--- src/core/chgst_map.svh ---
// Constant map for the charger state and fault register
`ifndef CHGST_MAP_SVH
`define CHGST_MAP_SVH

`define CHGST_ADDR_STATUS    8'h20
`define CHGST_RESET_VALUE    16'h0000
`define CHGST_FLT_RESET      8'h00
`define CHGST_LIVE_RESET     8'h00
`define CHGST_BIT_PRESENT    15
`define CHGST_BIT_OPT_DONE   14
`define CHGST_BIT_PEAK       13
`define CHGST_BIT_VLIM       12
`define CHGST_BIT_ILIM       11
`define CHGST_BIT_FAST       10
`define CHGST_BIT_PRE        9
`define CHGST_BIT_REVERSE    8
`define CHGST_BIT_IN_OV      7
`define CHGST_BIT_BAT_OC     6
`define CHGST_BIT_IN_OC      5
`define CHGST_BIT_SYS_OV     4
`define CHGST_BIT_SYS_SHORT  3
`define CHGST_BIT_LATCHOFF   2
`define CHGST_BIT_REV_OV     1
`define CHGST_BIT_REV_UV     0
`define CHGST_RDCLR_MASK     8'hE7
`define CHGST_WRCLR_MASK     8'h18
`define CHGST_SYSOV_MASK     8'h10
`define CHGST_RETRY_LIMIT    3'h7
`define CHGST_RETRY_ZERO     3'h0
`define CHGST_RETRY_ONE      3'h1
`define CHGST_SYNC_WIDTH     17

`endif

--- src/core/chgst_pkg.sv ---
// Types shared by the charger state and fault register
package chgst_pkg;

	typedef enum logic [1:0] {
		CHGST_RT_IDLE  = 2'b00,
		CHGST_RT_COUNT = 2'b01,
		CHGST_RT_TRIP  = 2'b10
	} chgst_retry_type;

endpackage

--- src/core/chgst_status.sv ---
// Charger state and fault status register with its access port
//
// How it works
// - Bit 15 follows charger-ok: 1 while an input source is present.
// - Bit 14 is 1 once the input power optimizer has finished.
// - Bit 13 is 1 while the charger runs in peak-assist mode.
// - Bit 12 is 1 while input voltage limiting or reverse regulation is on.
// - Bit 11 is 1 while input current limiting is active.
// - Bit 10 is 1 while charging in the fast charge phase.
// - Bit 9 is 1 while charging in the pre-charge phase.
// - Bit 8 is 1 while power flows from the battery to the input port.
// - Fault bits 7, 6, 5, 2, 1 and 0 latch on their fault; a read clears.
// - Bit 4 latches on system overvoltage and holds the converter off.
// - Writing 0 to bit 4 or removing the adapter clears it and the hold.
// - Bit 3 sets after seven failed restarts in a row with the rail low.
// - Bit 3 clears only by a host write of 0; a read leaves it set.
// - The whole register is zero after reset.
`timescale 1ns/1ps
`include "chgst_map.svh"

module chgst_status
	import chgst_pkg::*;
(
	input  wire logic        clk,
	input  wire logic        sys_rst,
	input  wire logic        ce,
	input  wire logic        charger_ok_indicator,
	input  wire logic        optimizer_done_flag,
	input  wire logic        peak_assist_active,
	input  wire logic        voltage_limit_active,
	input  wire logic        current_limit_active,
	input  wire logic        fast_charge_active,
	input  wire logic        precharge_active,
	input  wire logic        reverse_mode_active,
	input  wire logic        input_overvoltage_fault,
	input  wire logic        battery_overcurrent_fault,
	input  wire logic        input_overcurrent_fault,
	input  wire logic        latchoff_fault,
	input  wire logic        reverse_overvoltage_fault,
	input  wire logic        reverse_undervoltage_fault,
	input  wire logic        system_overvoltage_cond,
	input  wire logic        system_rail_low,
	input  wire logic        restart_failed,
	input  wire logic [7:0]  reg_addr,
	input  wire logic        reg_rd,
	input  wire logic        reg_wr,
	input  wire logic [15:0] reg_wdata,
	output logic      [15:0] reg_rdata,
	output logic             reg_rvalid,
	output logic      [15:0] charger_state_and_faults,
	output logic             converter_disable
);

	logic [16:0]     sync_w;
	logic [7:0]      live_r;
	logic [7:0]      flt_r;
	logic [7:0]      flt_nxt;
	logic            ok_prev_r;
	logic            fail_prev_r;
	logic [2:0]      retry_r;
	logic [2:0]      retry_nxt;
	chgst_retry_type rt_r;
	chgst_retry_type rt_nxt;
	logic            short_trip;

	chgst_sync #(
		.W(`CHGST_SYNC_WIDTH)
	) u_sync (
		.clk      (clk),
		.sys_rst  (sys_rst),
		.ce       (ce),
		.async_in ({restart_failed, system_rail_low,
			system_overvoltage_cond, reverse_undervoltage_fault,
			reverse_overvoltage_fault, latchoff_fault,
			input_overcurrent_fault, battery_overcurrent_fault,
			input_overvoltage_fault, reverse_mode_active,
			precharge_active, fast_charge_active,
			current_limit_active, voltage_limit_active,
			peak_assist_active, optimizer_done_flag,
			charger_ok_indicator}),
		.sync_out (sync_w)
	);

	wire [7:0] live_nxt = {sync_w[0], sync_w[1], sync_w[2], sync_w[3],
		sync_w[4], sync_w[5], sync_w[6], sync_w[7]};
	wire       ok_s     = sync_w[0];
	wire       sysov_s  = sync_w[14];
	wire       low_s    = sync_w[15];
	wire       fail_s   = sync_w[16];

	wire addr_hit = (reg_addr == `CHGST_ADDR_STATUS);
	wire rd_hit   = reg_rd && addr_hit;
	wire wr_hit   = reg_wr && addr_hit;

	// Rising edge of a failed restart attempt
	wire fail_pulse = fail_s && !fail_prev_r;
	// Adapter unplug seen as falling charger-ok
	wire adapter_gone = ok_prev_r && !ok_s;

	// Set sources, one per fault bit position
	wire [7:0] set_vec = {sync_w[8], sync_w[9], sync_w[10], sysov_s,
		short_trip, sync_w[11], sync_w[12], sync_w[13]};

	wire [7:0] rd_clr = rd_hit ? `CHGST_RDCLR_MASK : 8'h00;
	wire [7:0] wr_clr = wr_hit ? (~reg_wdata[7:0] & `CHGST_WRCLR_MASK)
		: 8'h00;
	wire [7:0] rm_clr = adapter_gone ? `CHGST_SYSOV_MASK : 8'h00;

	// A set arriving with a clear wins
	assign flt_nxt = (flt_r & ~(rd_clr | wr_clr | rm_clr)) | set_vec;

	assign charger_state_and_faults = {live_r, flt_r};
	assign converter_disable        = flt_r[`CHGST_BIT_SYS_OV];

	// Restart monitor: counts consecutive failures while the rail is low
	always_comb begin
		rt_nxt     = rt_r;
		retry_nxt  = retry_r;
		short_trip = 1'b0;
		case (rt_r)
			CHGST_RT_IDLE: begin
				retry_nxt = `CHGST_RETRY_ZERO;
				if (low_s && fail_pulse) begin
					retry_nxt = `CHGST_RETRY_ONE;
					rt_nxt    = CHGST_RT_COUNT;
				end
			end
			CHGST_RT_COUNT: begin
				if (!low_s) begin
					rt_nxt    = CHGST_RT_IDLE;
					retry_nxt = `CHGST_RETRY_ZERO;
				end else if (fail_pulse) begin
					retry_nxt = retry_r + `CHGST_RETRY_ONE;
					if (retry_nxt == `CHGST_RETRY_LIMIT) begin
						rt_nxt = CHGST_RT_TRIP;
					end
				end
			end
			CHGST_RT_TRIP: begin
				short_trip = 1'b1;
				rt_nxt     = CHGST_RT_IDLE;
				retry_nxt  = `CHGST_RETRY_ZERO;
			end
			default: begin
				rt_nxt    = CHGST_RT_IDLE;
				retry_nxt = `CHGST_RETRY_ZERO;
			end
		endcase
	end

	always_ff @(posedge clk) begin
		if (sys_rst) begin
			live_r      <= `CHGST_LIVE_RESET;
			flt_r       <= `CHGST_FLT_RESET;
			ok_prev_r   <= 1'b0;
			fail_prev_r <= 1'b0;
			retry_r     <= `CHGST_RETRY_ZERO;
			rt_r        <= CHGST_RT_IDLE;
		end else if (ce) begin
			live_r      <= live_nxt;
			flt_r       <= flt_nxt;
			ok_prev_r   <= ok_s;
			fail_prev_r <= fail_s;
			retry_r     <= retry_nxt;
			rt_r        <= rt_nxt;
		end
	end

	// Read port: data of the addressed register one cycle after a strobe taken with ce high
	always_ff @(posedge clk) begin
		if (sys_rst) begin
			reg_rdata  <= `CHGST_RESET_VALUE;
			reg_rvalid <= 1'b0;
		end else if (ce) begin
			reg_rvalid <= reg_rd;
			reg_rdata  <= rd_hit ? charger_state_and_faults
				: `CHGST_RESET_VALUE;
		end else begin
			reg_rvalid <= 1'b0;
		end
	end

	present_bit_a: assert property (@(posedge clk) disable iff (sys_rst)
		ce |=> charger_state_and_faults[`CHGST_BIT_PRESENT] == $past(ok_s))
		else $error("input present bit does not follow charger ok");
	opt_done_a: assert property (@(posedge clk) disable iff (sys_rst)
		ce |=> charger_state_and_faults[`CHGST_BIT_OPT_DONE]
		== $past(sync_w[1]))
		else $error("optimizer done bit wrong");
	peak_bit_a: assert property (@(posedge clk) disable iff (sys_rst)
		ce |=> charger_state_and_faults[`CHGST_BIT_PEAK] == $past(sync_w[2]))
		else $error("peak assist bit wrong");
	vlim_bit_a: assert property (@(posedge clk) disable iff (sys_rst)
		ce |=> charger_state_and_faults[`CHGST_BIT_VLIM] == $past(sync_w[3]))
		else $error("voltage limit bit wrong");
	ilim_bit_a: assert property (@(posedge clk) disable iff (sys_rst)
		ce |=> charger_state_and_faults[`CHGST_BIT_ILIM] == $past(sync_w[4]))
		else $error("current limit bit wrong");
	fast_bit_a: assert property (@(posedge clk) disable iff (sys_rst)
		ce |=> charger_state_and_faults[`CHGST_BIT_FAST] == $past(sync_w[5]))
		else $error("fast charge bit wrong");
	pre_bit_a: assert property (@(posedge clk) disable iff (sys_rst)
		ce |=> charger_state_and_faults[`CHGST_BIT_PRE] == $past(sync_w[6]))
		else $error("pre-charge bit wrong");
	rev_bit_a: assert property (@(posedge clk) disable iff (sys_rst)
		ce |=> charger_state_and_faults[`CHGST_BIT_REVERSE] == $past(sync_w[7]))
		else $error("reverse mode bit wrong");
	read_clear_a: assert property (@(posedge clk) disable iff (sys_rst)
		ce && rd_hit && !sync_w[8] |=> !flt_r[`CHGST_BIT_IN_OV])
		else $error("read did not clear input overvoltage fault");
	fault_hold_a: assert property (@(posedge clk) disable iff (sys_rst)
		ce && flt_r[`CHGST_BIT_REV_UV] && !rd_hit |=> flt_r[`CHGST_BIT_REV_UV])
		else $error("fault dropped without a read");
	ovp_gate_a: assert property (@(posedge clk) disable iff (sys_rst)
		ce && sysov_s |=> converter_disable)
		else $error("converter not held off in system overvoltage");
	ovp_clear_a: assert property (@(posedge clk) disable iff (sys_rst)
		ce && wr_hit && !reg_wdata[`CHGST_BIT_SYS_OV] && !sysov_s
		|=> !converter_disable)
		else $error("write of 0 did not clear system overvoltage");
	short_trip_a: assert property (@(posedge clk) disable iff (sys_rst)
		ce && rt_r == CHGST_RT_TRIP |=> flt_r[`CHGST_BIT_SYS_SHORT])
		else $error("short fault not set after retries");
	short_keep_a: assert property (@(posedge clk) disable iff (sys_rst)
		ce && flt_r[`CHGST_BIT_SYS_SHORT] && rd_hit && !wr_hit
		|=> flt_r[`CHGST_BIT_SYS_SHORT])
		else $error("read cleared the short fault");
	reset_zero_a: assert property (@(posedge clk)
		sys_rst |=> charger_state_and_faults == `CHGST_RESET_VALUE)
		else $error("register not zero after reset");
	write_one_a: assert property (@(posedge clk) disable iff (sys_rst)
		ce && wr_hit && !rd_hit && reg_wdata[`CHGST_BIT_SYS_SHORT]
		&& !flt_r[`CHGST_BIT_SYS_SHORT] && rt_r != CHGST_RT_TRIP
		|=> !flt_r[`CHGST_BIT_SYS_SHORT])
		else $error("write of 1 set the short fault");

endmodule

--- src/core/chgst_sync.sv ---
// Two-stage synchroniser for asynchronous condition inputs
`timescale 1ns/1ps
`include "chgst_map.svh"

module chgst_sync
	import chgst_pkg::*;
#(
	parameter int W = `CHGST_SYNC_WIDTH
) (
	input  wire logic         clk,
	input  wire logic         sys_rst,
	input  wire logic         ce,
	input  wire logic [W-1:0] async_in,
	output logic      [W-1:0] sync_out
);

	logic [W-1:0] meta_r;

	always_ff @(posedge clk) begin
		if (sys_rst) begin
			meta_r   <= '0;
			sync_out <= '0;
		end else if (ce) begin
			meta_r   <= async_in;
			sync_out <= meta_r;
		end
	end

endmodule

--- config.mk ---
export PLATFORM = sky130hd
export DESIGN_NAME = chgst_status
export DESIGN_NICKNAME = d
export VERILOG_FILES = /design/src/core/chgst_pkg.sv /design/src/core/chgst_status.sv /design/src/core/chgst_sync.sv
export VERILOG_INCLUDE_DIRS = /design/src /design/src/core
export SDC_FILE = /design/constraint.sdc
export NUM_CORES = 1
export LEC_CHECK = 0
export BUFFER_PORTS_ARGS = -buffer_cell sky130_fd_sc_hd__buf_2
export CAP_MARGIN = 15
export CORE_MARGIN = 3
export CORE_UTILIZATION = 40
export DETAILED_ROUTE_END_ITERATION = 16
export SLEW_MARGIN = 20
export SYNTH_ARGS = -nofsm -noshare
export SYNTH_HDL_FRONTEND = slang
export SYNTH_SLANG_ARGS = --single-unit
--- constraint.sdc ---
create_clock -name clk -period 2.4 [get_ports clk]
set_input_delay 0.48 -clock clk [delete_from_list [all_inputs] [get_ports clk]]
set_output_delay 0.48 -clock clk [all_outputs]
set_load 0.05 [all_outputs]
Word-level counts from Yosys, hierarchy flattened --
Index checks and enable logic that the tools add are counted.
Storage, ports and cells: flip-flop bits (word level) 74, logic and storage cells 50
Cells by class: mux-type cells 14, equality and inequality tests 7, reduce and logical (&&, ||, !) cells 11, bitwise operators 7, add/subtract/negate cells 1
Operators by type and width (number):
- $mux 16 | 1
- $or 8x5->8 | 2
- $mux 5 | 2
- $and 8x8->8 | 1
- $eq 8x6->1 const B | 1
- $mux 2 | 4
- $mux 8 | 1
- $not 8->8 | 1
- $or 8x8->8 | 1
- $mux 3 | 2
- $ne 3x3->1 const B | 2
- $pmux 3 s2 | 1
- $logic_and 1x1->1 | 5
- $not 5->5 | 1
- $pmux 2 s2 | 1
- $reduce_and 4->1 | 1
- $add 3x1->3 const B | 1
- $eq 3x3->1 const B | 1
- $eq 2x1->1 const B | 1
- $eq 2x2->1 const B | 1
- $logic_not 1->1 | 2
- $logic_not 2->1 | 1
- $mux 1 | 2
- $ne 2x2->1 const B | 1
- 3 further kinds | 3

Longest topological paths before layout --
Gate-level depths: netlist (run 1).
word-level depth 8, depth in mapped cells 5

Cells and area by module --
From an unflattened synthesis (run 1), not the netlist that was laid out.
Unflattened totals: cell total of the unflattened synthesis 290, area, all modules 2950.3 µm²
Modules (own cells, without submodules):
- chgst_status | times used 1, cells an instance 180, area each 1711.6 µm²
- chgst_sync | times used 1, cells an instance 110, area each 1238.7 µm²

Worst setup path after synthesis (run 1) --
No wires, ideal clock.
path type in2reg, start point input port reg_addr[1], end point register reg_rdata[0], cell stages on the path 5, setup time 0.059 ns, setup slack 0.572 ns, data arrival time 1.769 ns, path buffers 2, cell sequence or4_4 buf_6 nor4_4 buf_6 a22o_2
On the way: cells in the longest elaborated chain, start to end 3
Ends and longest elaborated chain:
- start: declaration | RTL line chgst_status.sv:44 | input wire logic [7:0] reg_addr,
- $eq 8x6->1 (no source line)
- $logic_and 1x1->1 | RTL line chgst_status.sv:92 | wire rd_hit = reg_rd && addr_hit;
- $mux 16 (no source line)
- end signal: assignment | RTL line chgst_status.sv:172 | reg_rdata <= `CHGST_RESET_VALUE;
- end signal: assignment | RTL line chgst_status.sv:176 | reg_rdata <= rd_hit ? charger_state_and_faults
- end: declaration | RTL line chgst_status.sv:48 | output logic [15:0] reg_rdata,
No other way between the ends. A chain may end at the register's enable or synchronous reset.

Worst setup path after layout (run 1) --
start point input port reg_addr[4], end point register reg_rdata[0]
The elaborated chain is that of the path after synthesis.

==> results of run 1 <==
[worst max-delay path: stages]
cell	delay, ps
buf_2	90
or4b_1	770
nor4_4	310
buf_4	210
a22o_2	140
[cell type report]
cell class              instances  share of cell area (%)
flip-flops and latches         73                    45.0
multi-input cells             161                    34.7
repair buffers                 71                    11.4
clock buffers                  14                    5.01
well taps                      77                    2.97
inverters                       4                   0.463
clock inverters                 2                   0.386
[registers in the layout, summed over array words and instances, names as in the netlist, 2 cells and up]
name / flops
u_sync.sync_out: 17
flt_r: 8
retry_r: 3
rt_r: 2
u_sync.meta_r: 17
live_r: 8
reg_rdata: 16
[power by group through the flow]
stage	Clock, mW	Sequential, mW	Combinational [mW]
6_report	0.852	1.26	0.170
5_1_grt	0.931	1.27	0.189
4_1_cts	0.883	1.26	0.172
3_5_place_dp	0	1.29	0.171
3_3_place_gp	0	1.29	0.168
2_1_floorplan	0	1.30	0.103
[worst min path at each step]
| stage | to | slack, ps | cells after the start |
|---|---|---|---|
| 6_report | flt_r[3] | 360 | 3 |
| 5_1_grt | flt_r[3] | 350 | 3 |
| 4_1_cts | flt_r[3] | 350 | 3 |
| 3_5_place_dp | flt_r[7] | 450 | 2 |
| 3_3_place_gp | flt_r[0] | 450 | 2 |
| 2_1_floorplan | flt_r[4] | 420 | 2 |
[layer usage]
layer	routed length (um)	track usage, %
met1	2750	20.1
met2	2420	23.9
met3	283	3.72
met4	157	10.0
met5	0	0
[cell families after synthesis]
group | count (synthesis) | share of synthesized area, %
simple gates | 76 | 13.3
flops | 73 | 53.8
mux | 43 | 15.9
compound gates | 39 | 11.2
buf+inv | 22 | 4.61
fa+ha+maj | 2 | 0.922
xor+xnor | 1 | 0.323
[cell usage in the layout, fill, tap and decap left out, drive strengths merged, types with 2 or more instances in the layout]
master / synthesis / routed
nor2b: 4 / 4
inv: 4 / 4
mux2i: 43 / 43
dfxtp: 73 / 73
clkbuf: 8 / 14
ha: 2 / 2
nor4: 3 / 3
a32o: 2 / 2
o31ai: 7 / 7
a22o: 14 / 14
o21ai: 3 / 3
nor2: 46 / 46
nand3: 3 / 3
nand2: 13 / 13
buf: 10 / 71
a21oi: 7 / 7
==> summary.md, run 1 <==
| Metric | Value |
|---|---|
| Status | completed |
| #FFs+latches synth | 73 |
| Netlist cell types | 36 |
| Max Slew Vio Count | 0 |
| Final Util | 50.3% |
| Period utilization | 71.8% |
| Grt total ovfl | 0 |
| Fillers | 635 |
| Clk sink count | 73 |
| Register area share after synthesis | 53.8% |
| Placement Setup Slack | 322 ps |
| Register Area | 1460 um^2 |
| Async set or reset register ratio after synthesis | 0% |
| Number of synthesized flops with an enable pin | 0 |
| Largest net degree at the start of global routing | 33 |
| Via density | 4.98 |
| # port buffers | 65 |
| Initial Util | 42.0% |
| Critical Path RT | 2680 ps |
| Nets | 368 |
| Slew HR | 43.7% |
| Hold_buf cts | 0 |
| CTS root buffer | clkbuf_8 |
| Die Span Y | 88.4 um |
| Initial antenna violation count | 0 |
| Cell-internal power | 1.74 mW |
| Top cells by count, synth | 73 x dfxtp_1, 45 x nor2_1, 43 x mux2i_1 |
| Max_cap viols | 0 |
| Placed Area | 3070 um^2 |
| Syn Std Cell Area | 2710 um^2 |
| Switching Power | 541 uW |
| Worst hold slack | 363 ps |
| Multi-input logic area | 1130 um^2 |
| Initial DRC Count | 92 |
| Area Overhead vs Synth | 19.6% |
| Final WL | 5610 um |
| Endpoints failing hold | 0 |
| Routed WL per cell | 13.9 um |
| Worst slew pin tran | 844 ps |
| Worst-Skew Late Latency | 340 ps |
| Most common cell in the netlist | dfxtp_1 |
| Die area | 7810 um^2 |
| Sequential cell fraction of total power | 55.3% |
| Overall Power | 2.28 mW |
| HP Class | in2reg |
| Hold path startpoint | reg_wdata[3] |
| Core ar. | 6460 um^2 |
| Cells after Synth | 256 |
| Finished Layout Cells | 402 |
| # diodes | 0 |
| Worst setup startpoint | reg_addr[4] |
| Crit. End Element | flop |
| Reg2reg setup slack | 1160 ps |
| Warnings from Yosys | 0 |
| Clk network pwr share | 37.3% |
| Final instance area | 3250 um^2 |
| RSZ-0062 raised after global routing | no |
| First-pass GRT wire length | 9320 um |
| Clk slew on worst S/H paths | 70 ps |
| Tmin final | 1720 ps |
| Global-route usage over all layers | 15.7% |
| TNS Setup | 0 ps |
| Drt pass-1 iters | 4 |
| Worst setup margin | 678 ps |
| # DRC | 0 |
| Width of the die | 88.4 um |
| Syn Nets | 304 |
| FF-to-FF Start | u_sync.sync_out[16] |
| Mean Syn Cell Area | 10.6 um^2 |
| Max FO, Critical Path | 10 |
| Ranking of synthesized cells by area | dfxtp_1 54%, mux2i_1 16%, nor2_1 6.2% |
| Share of the synthesized area in the top cell type | 53.8% |
| Row count | 29 |
| Placer Congestion | 0.764 |
| Post-placement cell count | 386 |
| Max Buffers Root-to-Sink | 2 |
| Crit path kind | in2reg |
| Worst EP arrival | 2010 ps |
| Static leakage | 1.50 nW |
| Vias in the first global route | 1,983 |
| # setup viols final | 0 |
| Post-CTS Setup Inserts | 0 |
| Reg2Reg Capture Point | retry_r[2] |
| H-tree levels | 3 |
| Clock Skew | 8.49 ps |
| Resized cells post-CTS | 0 |
| Share of cells above drive strength 1 | 30.2% |
| Worst vdd ir | 0.000264 V |
| Most used DFF post-synth | dfxtp_1 |
| Via Count | 2,002 |
| Ports | 80 |
| Fmax achieved | 0.581 GHz |
| Leading area contributor after synthesis | dfxtp_1 |
| Logic gate share of total power | 7.4% |
| CTS tree | done |
| CP startpoint kind | input port |
| Power Density | 704 nW/um^2 |
| CTS Buf Count | 9 |
| Routed Antenna Nets | 0 |
| Hpwl dp | 3820 um |
| Crit path to | reg_rdata[0] |
| Reg2reg path depth | 3 |
| Sw frac | 23.7% |
Power figures use the tool's default switching activity.
==> run 2: changes to the inputs <==
--- a/config.mk
+++ b/config.mk
@@ -6,11 +6,13 @@
 export SDC_FILE = /design/constraint.sdc
 export NUM_CORES = 1
 export LEC_CHECK = 0
+export ABC_AREA = 1
 export BUFFER_PORTS_ARGS = -buffer_cell sky130_fd_sc_hd__buf_2
 export CAP_MARGIN = 15
 export CORE_MARGIN = 3
 export CORE_UTILIZATION = 40
 export DETAILED_ROUTE_END_ITERATION = 16
+export PLACE_DENSITY = 0.67
 export SLEW_MARGIN = 20
 export SYNTH_ARGS = -nofsm -noshare
 export SYNTH_HDL_FRONTEND = slang
==> constraint.sdc (replaced) <==
create_clock -name clk -period 1.54 [get_ports clk]
set_input_delay 0.308 -clock clk [delete_from_list [all_inputs] [get_ports clk]]
set_output_delay 0.308 -clock clk [all_outputs]
set_load 0.05 [all_outputs]
==> run 2 against run 1 <==
- final area up 4.5%
- worst setup slack worse by 450 ps
- core utilization increased by 1.7 points
- largest cell class unchanged
- first-iteration DRC count is 110% higher
==> summary.md, run 2 <==
| Metric | Value |
|---|---|
| Status | completed |
| Sw frac | 23.3% (-0.38 points) |
| Max Buffers Root-to-Sink | 2 (unchanged) |
| Synth Area in Simple Gates | 25.0% (+12 points) |
| CTS Buf Count | 9 (unchanged) |
| Crit. End Element | primary output |
| Grt total ovfl | 0 (unchanged) |
| Max Slew Vio Count | 0 (unchanged) |
| Nets | 464 (+26%) |
| CP bufs+invs | 1 (-1) |
| Cell chain of the critical path | buf_2 |
| CP startpoint kind | flop |
| H-tree levels | 3 (unchanged) |
| CP peak stage delay | 390 ps (-380 ps) |
| Worst-Skew Late Latency | 330 ps (about the same) |
| Main combinational cell family by area after synthesis | simple AND/OR/NAND/NOR gates |
| Drt pass-1 iters | 5 (+1) |
| TNS Setup | 0 ps (unchanged) |
| Switching Power | 980 uW (+81%) |
| Syn Std Cell Area | 2780 um^2 (+2.5%) |
| XOR/XNOR Fraction of Synth Area | 0% (-0.32 points) |
| Via density | 4.82 (-3.3%) |
| Regs by FF count | u_sync.meta_r (17), u_sync.sync_out (17), reg_rdata (16) |
| Worst slew pin tran | 278 ps (-565 ps) |
| Mean Syn Cell Area | 7.86 um^2 (-26%) |
| Via Count | 2,399 (+20%) |
| Clk sink count | 73 (unchanged) |
| Ranking of synthesized cells by area | dfxtp_1 53%, nor2_1 12%, o21ai_0 7.4% |
| # diodes | 0 (unchanged) |
| Row count | 29 (unchanged) |
| Worst EP arrival | 1010 ps (-1000 ps) |
| Logic gate share of total power | 9.4% (+2.0 points) |
| Die area | 7990 um^2 (+2.4%) |
| Hold_buf cts | 0 (unchanged) |
| Critical Path RT | 1230 ps (-1450 ps) |
| #FFs+latches synth | 73 (unchanged) |
| First-pass GRT wire length | 9720 um (+4.4%) |
| Register area share after synthesis | 52.5% (-1.3 points) |
| Finished Layout Cells | 498 (+24%) |
| Master of the slowest instance on the critical path | dfxtp_1 |
| Number of synthesized flops with an enable pin | 0 (unchanged) |
| HP Class | in2reg |
| Initial antenna violation count | 0 (unchanged) |
| Clk network pwr share | 42.5% (+5.2 points) |
| Power Density | 1240 nW/um^2 (+76%) |
| Ports | 80 (unchanged) |
| Period utilization | 85.3% |
| Post-placement cell count | 482 (+25%) |
| Share of the synthesized area in the top cell type | 52.5% (-1.3 points) |
| Sequential cell fraction of total power | 48.2% (-7.1 points) |
| Hpwl dp | 3960 um (+3.6%) |
| Share of cells above drive strength 1 | 24.7% (-5.5 points) |
| # DRC | 0 (unchanged) |
| Netlist cell types | 26 (-28%) |
| Delay-heaviest family, CP | flip-flops |
| RSZ-0062 raised after global routing | no |
| Final WL | 5880 um (+4.9%) |
| Width of the die | 89.4 um (+1.2%) |
| Slew HR | 81.4% (+38 points) |
| Clk slew on worst S/H paths | 70 ps (about the same) |
| Commonest non-fill, non-tap cell in the layout | nor2_1 |
| Largest net degree at the start of global routing | 45 (+36%) |
| Routed Antenna Nets | 0 (unchanged) |
| Static leakage | 1.51 nW (+0.45%) |
| CTS root buffer | clkbuf_8 |
| Most used DFF post-synth | dfxtp_1 |
| Syn Nets | 402 (+32%) |
| # setup viols final | 0 (unchanged) |
| # port buffers | 65 (unchanged) |
| Async set or reset register ratio after synthesis | 0% (unchanged) |
| Fmax achieved | 0.761 GHz |
| Die Span Y | 89.4 um (+1.2%) |
| Complex-gate fraction of the synthesized area | 14.4% (+3.3 points) |
| Most common cell in the netlist | nor2_1 |
| Placer Congestion | 0.734 (-3.9%) |
| Initial Util | 42.6% (+0.59 points) |
| Adder-Cell Fraction of Synth Area | 0.899% (-0.023 points) |
| Cells after Synth | 354 (+38%) |
| Tmin final | 1310 ps |
| Core ar. | 6530 um^2 (+1.1%) |
| Routed WL per cell | 11.8 um (-15%) |
| Worst vdd ir | 0.000597 V (+130%) |
| Vias in the first global route | 2,210 (+11%) |
| Clock Skew | 6.79 ps (-1.69 ps) |
| Crit path kind | reg2out |
| Max_cap viols | 0 (unchanged) |
| Cell-internal power | 3.22 mW (+85%) |
| Max FO, Critical Path | 4 (-6) |
| CTS tree | done |
| Endpoints failing hold | 0 (unchanged) |
| Post-CTS Setup Inserts | 0 (unchanged) |
| Top cells by count, synth | 88 x nor2_1, 73 x dfxtp_1, 45 x nand2_1 |
| Warnings from Yosys | 0 (unchanged) |
| Resized cells post-CTS | 0 (unchanged) |
| Global-route usage over all layers | 15.5% (-0.24 points) |
| Area Overhead vs Synth | 21.9% |
| Fillers | 641 (+0.94%) |
| Most frequent cells in the layout | 88 x nor2_1, 73 x dfxtp_1, 65 x buf_2 |
| Leading area contributor after synthesis | dfxtp_1 |
| Initial DRC Count | 191 (+110%) |
| Post-synthesis mux area share | 0% (-16 points) |
run 2: final timing paths:
check,from,to,slack [ps],cells after the start
worst min-delay path,fast_charge_active,u_sync.meta_r[5],200,3
worst min register to register,reg_rdata[12],reg_rdata[12],460,2
worst max register to register,retry_r[0],rt_r[1],270,5
worst max-delay path,live_r[7],charger_state_and_faults[15],230,1
run 2: per-layer routing:
layer / part of all wire, % / track usage (%)
met4: 1.2 / 6.90
met1: 49 / 19.9
met3: 4.3 / 3.41
met2: 46 / 24.9
met5: 0 / 0
run 2: logic make-up after synthesis:
logic type	count (synthesis)
flops	73
fa+ha+maj	2
compound gates	78
simple gates	166
buf+inv	35
run 2: worst register-to-register path: stages (launching register included):
cell and delay [ps]:
dfxtp_1 340, ha_1 210, or2_2 280, and2_1 150
a31oi_1 130, nor2_1 50
run 2: cell type report:
cell class / count / area, um^2 / area share [%]
inverters: 11 / 41.3 / 1.22
repair buffers: 75 / 425 / 12.5
clock buffers: 11 / 141 / 4.17
well taps: 77 / 96.3 / 2.84
multi-input cells: 246 / 1120 / 33.1
flip-flops and latches: 73 / 1460 / 43.1
clock inverters: 5 / 103 / 3.02
run 2: power groups by stage:
stage                     sequential [mW]  clock, mW  combinational, mW
after detailed placement             2.07          0              0.395
after global placement               2.06          0              0.390
after CTS                            2.02       1.83              0.397
after floorplan                      2.13          0              0.216
after global routing                 2.04       1.89              0.442
final                                2.02       1.78              0.393
run 2: through the flow:
stage / setup WS (ps) / utilization, % / hold WS [ps] / power (mW) / area (um^2)
finish: 226 / 51.9 / 195 / 4.20 / 3390
global route: 179 / 51.9 / 178 / 4.37 / 3390
CTS: 207 / 51.9 / 179 / 4.25 / 3390
detailed placement: 202 / 48.2 / 452 / 2.46 / 3150
global placement: 240 / 48.2 / 449 / 2.45 / 3150
floorplan: 299 / - / 442 / 2.35 / 2780
==> run 3: changes to the inputs <==
--- a/config.mk
+++ b/config.mk
@@ -11,6 +11,7 @@
 export CAP_MARGIN = 15
 export CORE_MARGIN = 3
 export CORE_UTILIZATION = 40
+export CTS_BUF_LIST = sky130_fd_sc_hd__clkbuf_2 sky130_fd_sc_hd__clkbuf_4 sky130_fd_sc_hd__clkbuf_8
 export DETAILED_ROUTE_END_ITERATION = 16
 export PLACE_DENSITY = 0.67
 export SLEW_MARGIN = 20
==> run 3 against run 2 <==
- combinational power barely moved
- worst setup slack improved by 0.86 ps
- via count decreased by 0.75%
- final cell count did not move
- sequential cell count unchanged
- wire length grew 0.95%
- clock skew is essentially flat
- core utilization up 0.057 points
- critical endpoint unchanged
- largest cell class unchanged
==> summary.md, run 3 (synthesis results as in run 2) <==
| Metric | Value |
|---|---|
| Placer Congestion | 0.734 (unchanged) |
| Endpoints failing hold | 0 (unchanged) |
| Met3 wire length | 262 um (+4.0%) |
| CTS tree | done |
| Routed WL per cell | 11.9 um (+0.95%) |
| Max_cap viols | 0 (unchanged) |
| Post-CTS Setup Inserts | 0 (unchanged) |
| Placed Area | 3150 um^2 (unchanged) |
| Commonest non-fill, non-tap cell in the layout | nor2_1 |
| TNS Setup | 0 ps (unchanged) |
| CP Depth | 1 (unchanged) |
| Ports | 80 (unchanged) |
| H-tree levels | 3 (unchanged) |
| Max Slew Vio Count | 0 (unchanged) |
| Placement Setup Slack | 202 ps (unchanged) |
| Resized cells post-CTS | 0 (unchanged) |
| Routed Antenna Nets | 0 (unchanged) |
| Sw frac | 23.3% (+0.028 points) |
| Max Buffers Root-to-Sink | 2 (unchanged) |
| CP startpoint kind | flop |
| CP bufs+invs | 1 (unchanged) |
| Nets | 464 (unchanged) |
| Highest metal used | met4 |
| Crit. End Element | primary output |
| Fmax achieved | 0.761 GHz (about the same) |
| Row count | 29 (unchanged) |
| Worst setup margin | 227 ps (+0.856 ps) |
| Drt pass-1 iters | 6 (+1) |
| Most frequent cells in the layout | 88 x nor2_1, 73 x dfxtp_1, 65 x buf_2 |
| Initial antenna violation count | 0 (unchanged) |
| Reg2reg setup slack | 270 ps (about the same) |
| CTS Buf Count | 9 (unchanged) |
| Worst Hold Depth | 3 (unchanged) |
| Power Density | 1240 nW/um^2 (+0.47%) |
| Clk network pwr share | 42.8% (+0.3 points) |
| WL met1 | 2910 um (+1.8%) |
| Hold_buf cts | 0 (unchanged) |
| Final instance area | 3400 um^2 (+0.11%) |
| Reg2reg path depth | 5 (unchanged) |
| Worst-Skew Late Latency | 330 ps (about the same) |
| Grt total ovfl | 0 (unchanged) |
| Slew HR | 81.5% (about the same) |
| Switching Power | 987 uW (+0.71%) |
| Crit path kind | reg2out |
| Die Span Y | 89.4 um (unchanged) |
| Worst hold slack | 193 ps (-2.70 ps) |
| Area Overhead vs Synth | 22.0% |
| Core ar. | 6530 um^2 (unchanged) |
| Worst EP arrival | 1010 ps (about the same) |
| Initial DRC Count | 197 (+3.1%) |
| HP Class | in2reg |
| FF-to-FF Start | retry_r[0] |
| Global-route usage over all layers | 15.5% (+0.054 points) |
| Worst vdd ir | 0.000599 V (+0.35%) |
| CTS root buffer | clkbuf_8 |
| Post-placement cell count | 482 (unchanged) |
| Initial Util | 42.6% (unchanged) |
| Master of the slowest instance on the critical path | dfxtp_1 |
| Die area | 7990 um^2 (unchanged) |
| Finished Layout Cells | 498 (unchanged) |
| Hpwl dp | 3960 um (unchanged) |
| Final WL | 5930 um (+0.95%) |
| Reg2Reg Capture Point | rt_r[1] |
| Worst slew pin tran | 277 ps (-0.879 ps) |
| Share of cells above drive strength 1 | 24.9% (+0.24 points) |
| Logic gate share of total power | 9.3% (about the same) |
| # setup viols final | 0 (unchanged) |
| # diodes | 0 (unchanged) |
| CP peak stage delay | 390 ps (about the same) |
| Period utilization | 85.3% (about the same) |
| Final Util | 52.0% (+0.057 points) |
| Vias in the first global route | 2,204 (-0.27%) |
| Cell-internal power | 3.24 mW (+0.55%) |
| Crit path to | charger_state_and_faults[15] |
| Largest net degree at the start of global routing | 45 (unchanged) |
| Tmin final | 1310 ps (-0.856 ps) |
| DR WL met2 | 2730 um (+1.3%) |
| Cell chain of the critical path | buf_2 |
| Delay-heaviest family, CP | flip-flops |
| RSZ-0062 raised after global routing | no |
| Clock Skew | 6.46 ps (-0.333 ps) |
| Overall Power | 4.23 mW (+0.58%) |
| Static leakage | 1.51 nW (+0.23%) |
| # port buffers | 65 (unchanged) |
| Critical Path RT | 1230 ps (about the same) |
| Clk sink count | 73 (unchanged) |
| Via Count | 2,381 (-0.75%) |
| # DRC | 0 (unchanged) |
| Clk slew on worst S/H paths | 80 ps (about the same) |
| First-pass GRT wire length | 9740 um (+0.13%) |
| Width of the die | 89.4 um (unchanged) |
| Regs by FF count | u_sync.meta_r (17), u_sync.sync_out (17), reg_rdata (16) |
| Max FO, Critical Path | 4 (unchanged) |
| Status | completed |
| Sequential cell fraction of total power | 47.9% (-0.3 points) |
| Worst setup startpoint | live_r[7] |
| Via density | 4.78 (-0.75%) |
==> run 3: cell counts in the layout (fill, tap and decap cells not counted) <==
No cell type changed its count.
==> run 3: area by class of cell <==
cell class / instances / area [um^2]
clock buffer: 11 / 145
clock inverter: 5 / 103
fill: 639 / 3140
inverter: 11 / 41.3
multi-input combinational: 246 / 1120
sequential: 73 / 1460
tap: 77 / 96.3
timing repair buffer: 75 / 425
==> run 3: routing by layer <==
| metal | up-vias | track usage, % |
|---|---|---|
| met5 | - | 0 |
| met4 | 0 | 5.28 |
| met3 | 2 | 4.79 |
| met2 | 45 | 24.8 |
| met1 | 1065 | 19.9 |
| li1 | 1269 | - |
==> run 3: power by group through the flow <==
stage          combinational, mW  clock [mW]  sequential, mW
3_3_place_gp               0.390           0            2.06
3_5_place_dp               0.395           0            2.07
4_1_cts                    0.397        1.85            2.02
5_1_grt                    0.442        1.92            2.04
2_1_floorplan              0.216           0            2.13
6_report                   0.394        1.81            2.03
==> run 3: how the worst min path moves through the flow <==
stage	startpoint	to	slack (ps)
finish	fast_charge_active	u_sync.meta_r[5]	190
global route	fast_charge_active	u_sync.meta_r[5]	170
CTS	fast_charge_active	u_sync.meta_r[5]	180
detailed placement	reg_rdata[14]	reg_rdata[14]	450
global placement	reg_rdata[12]	reg_rdata[12]	450
floorplan	u_sync.sync_out[13]	flt_r[0]	440
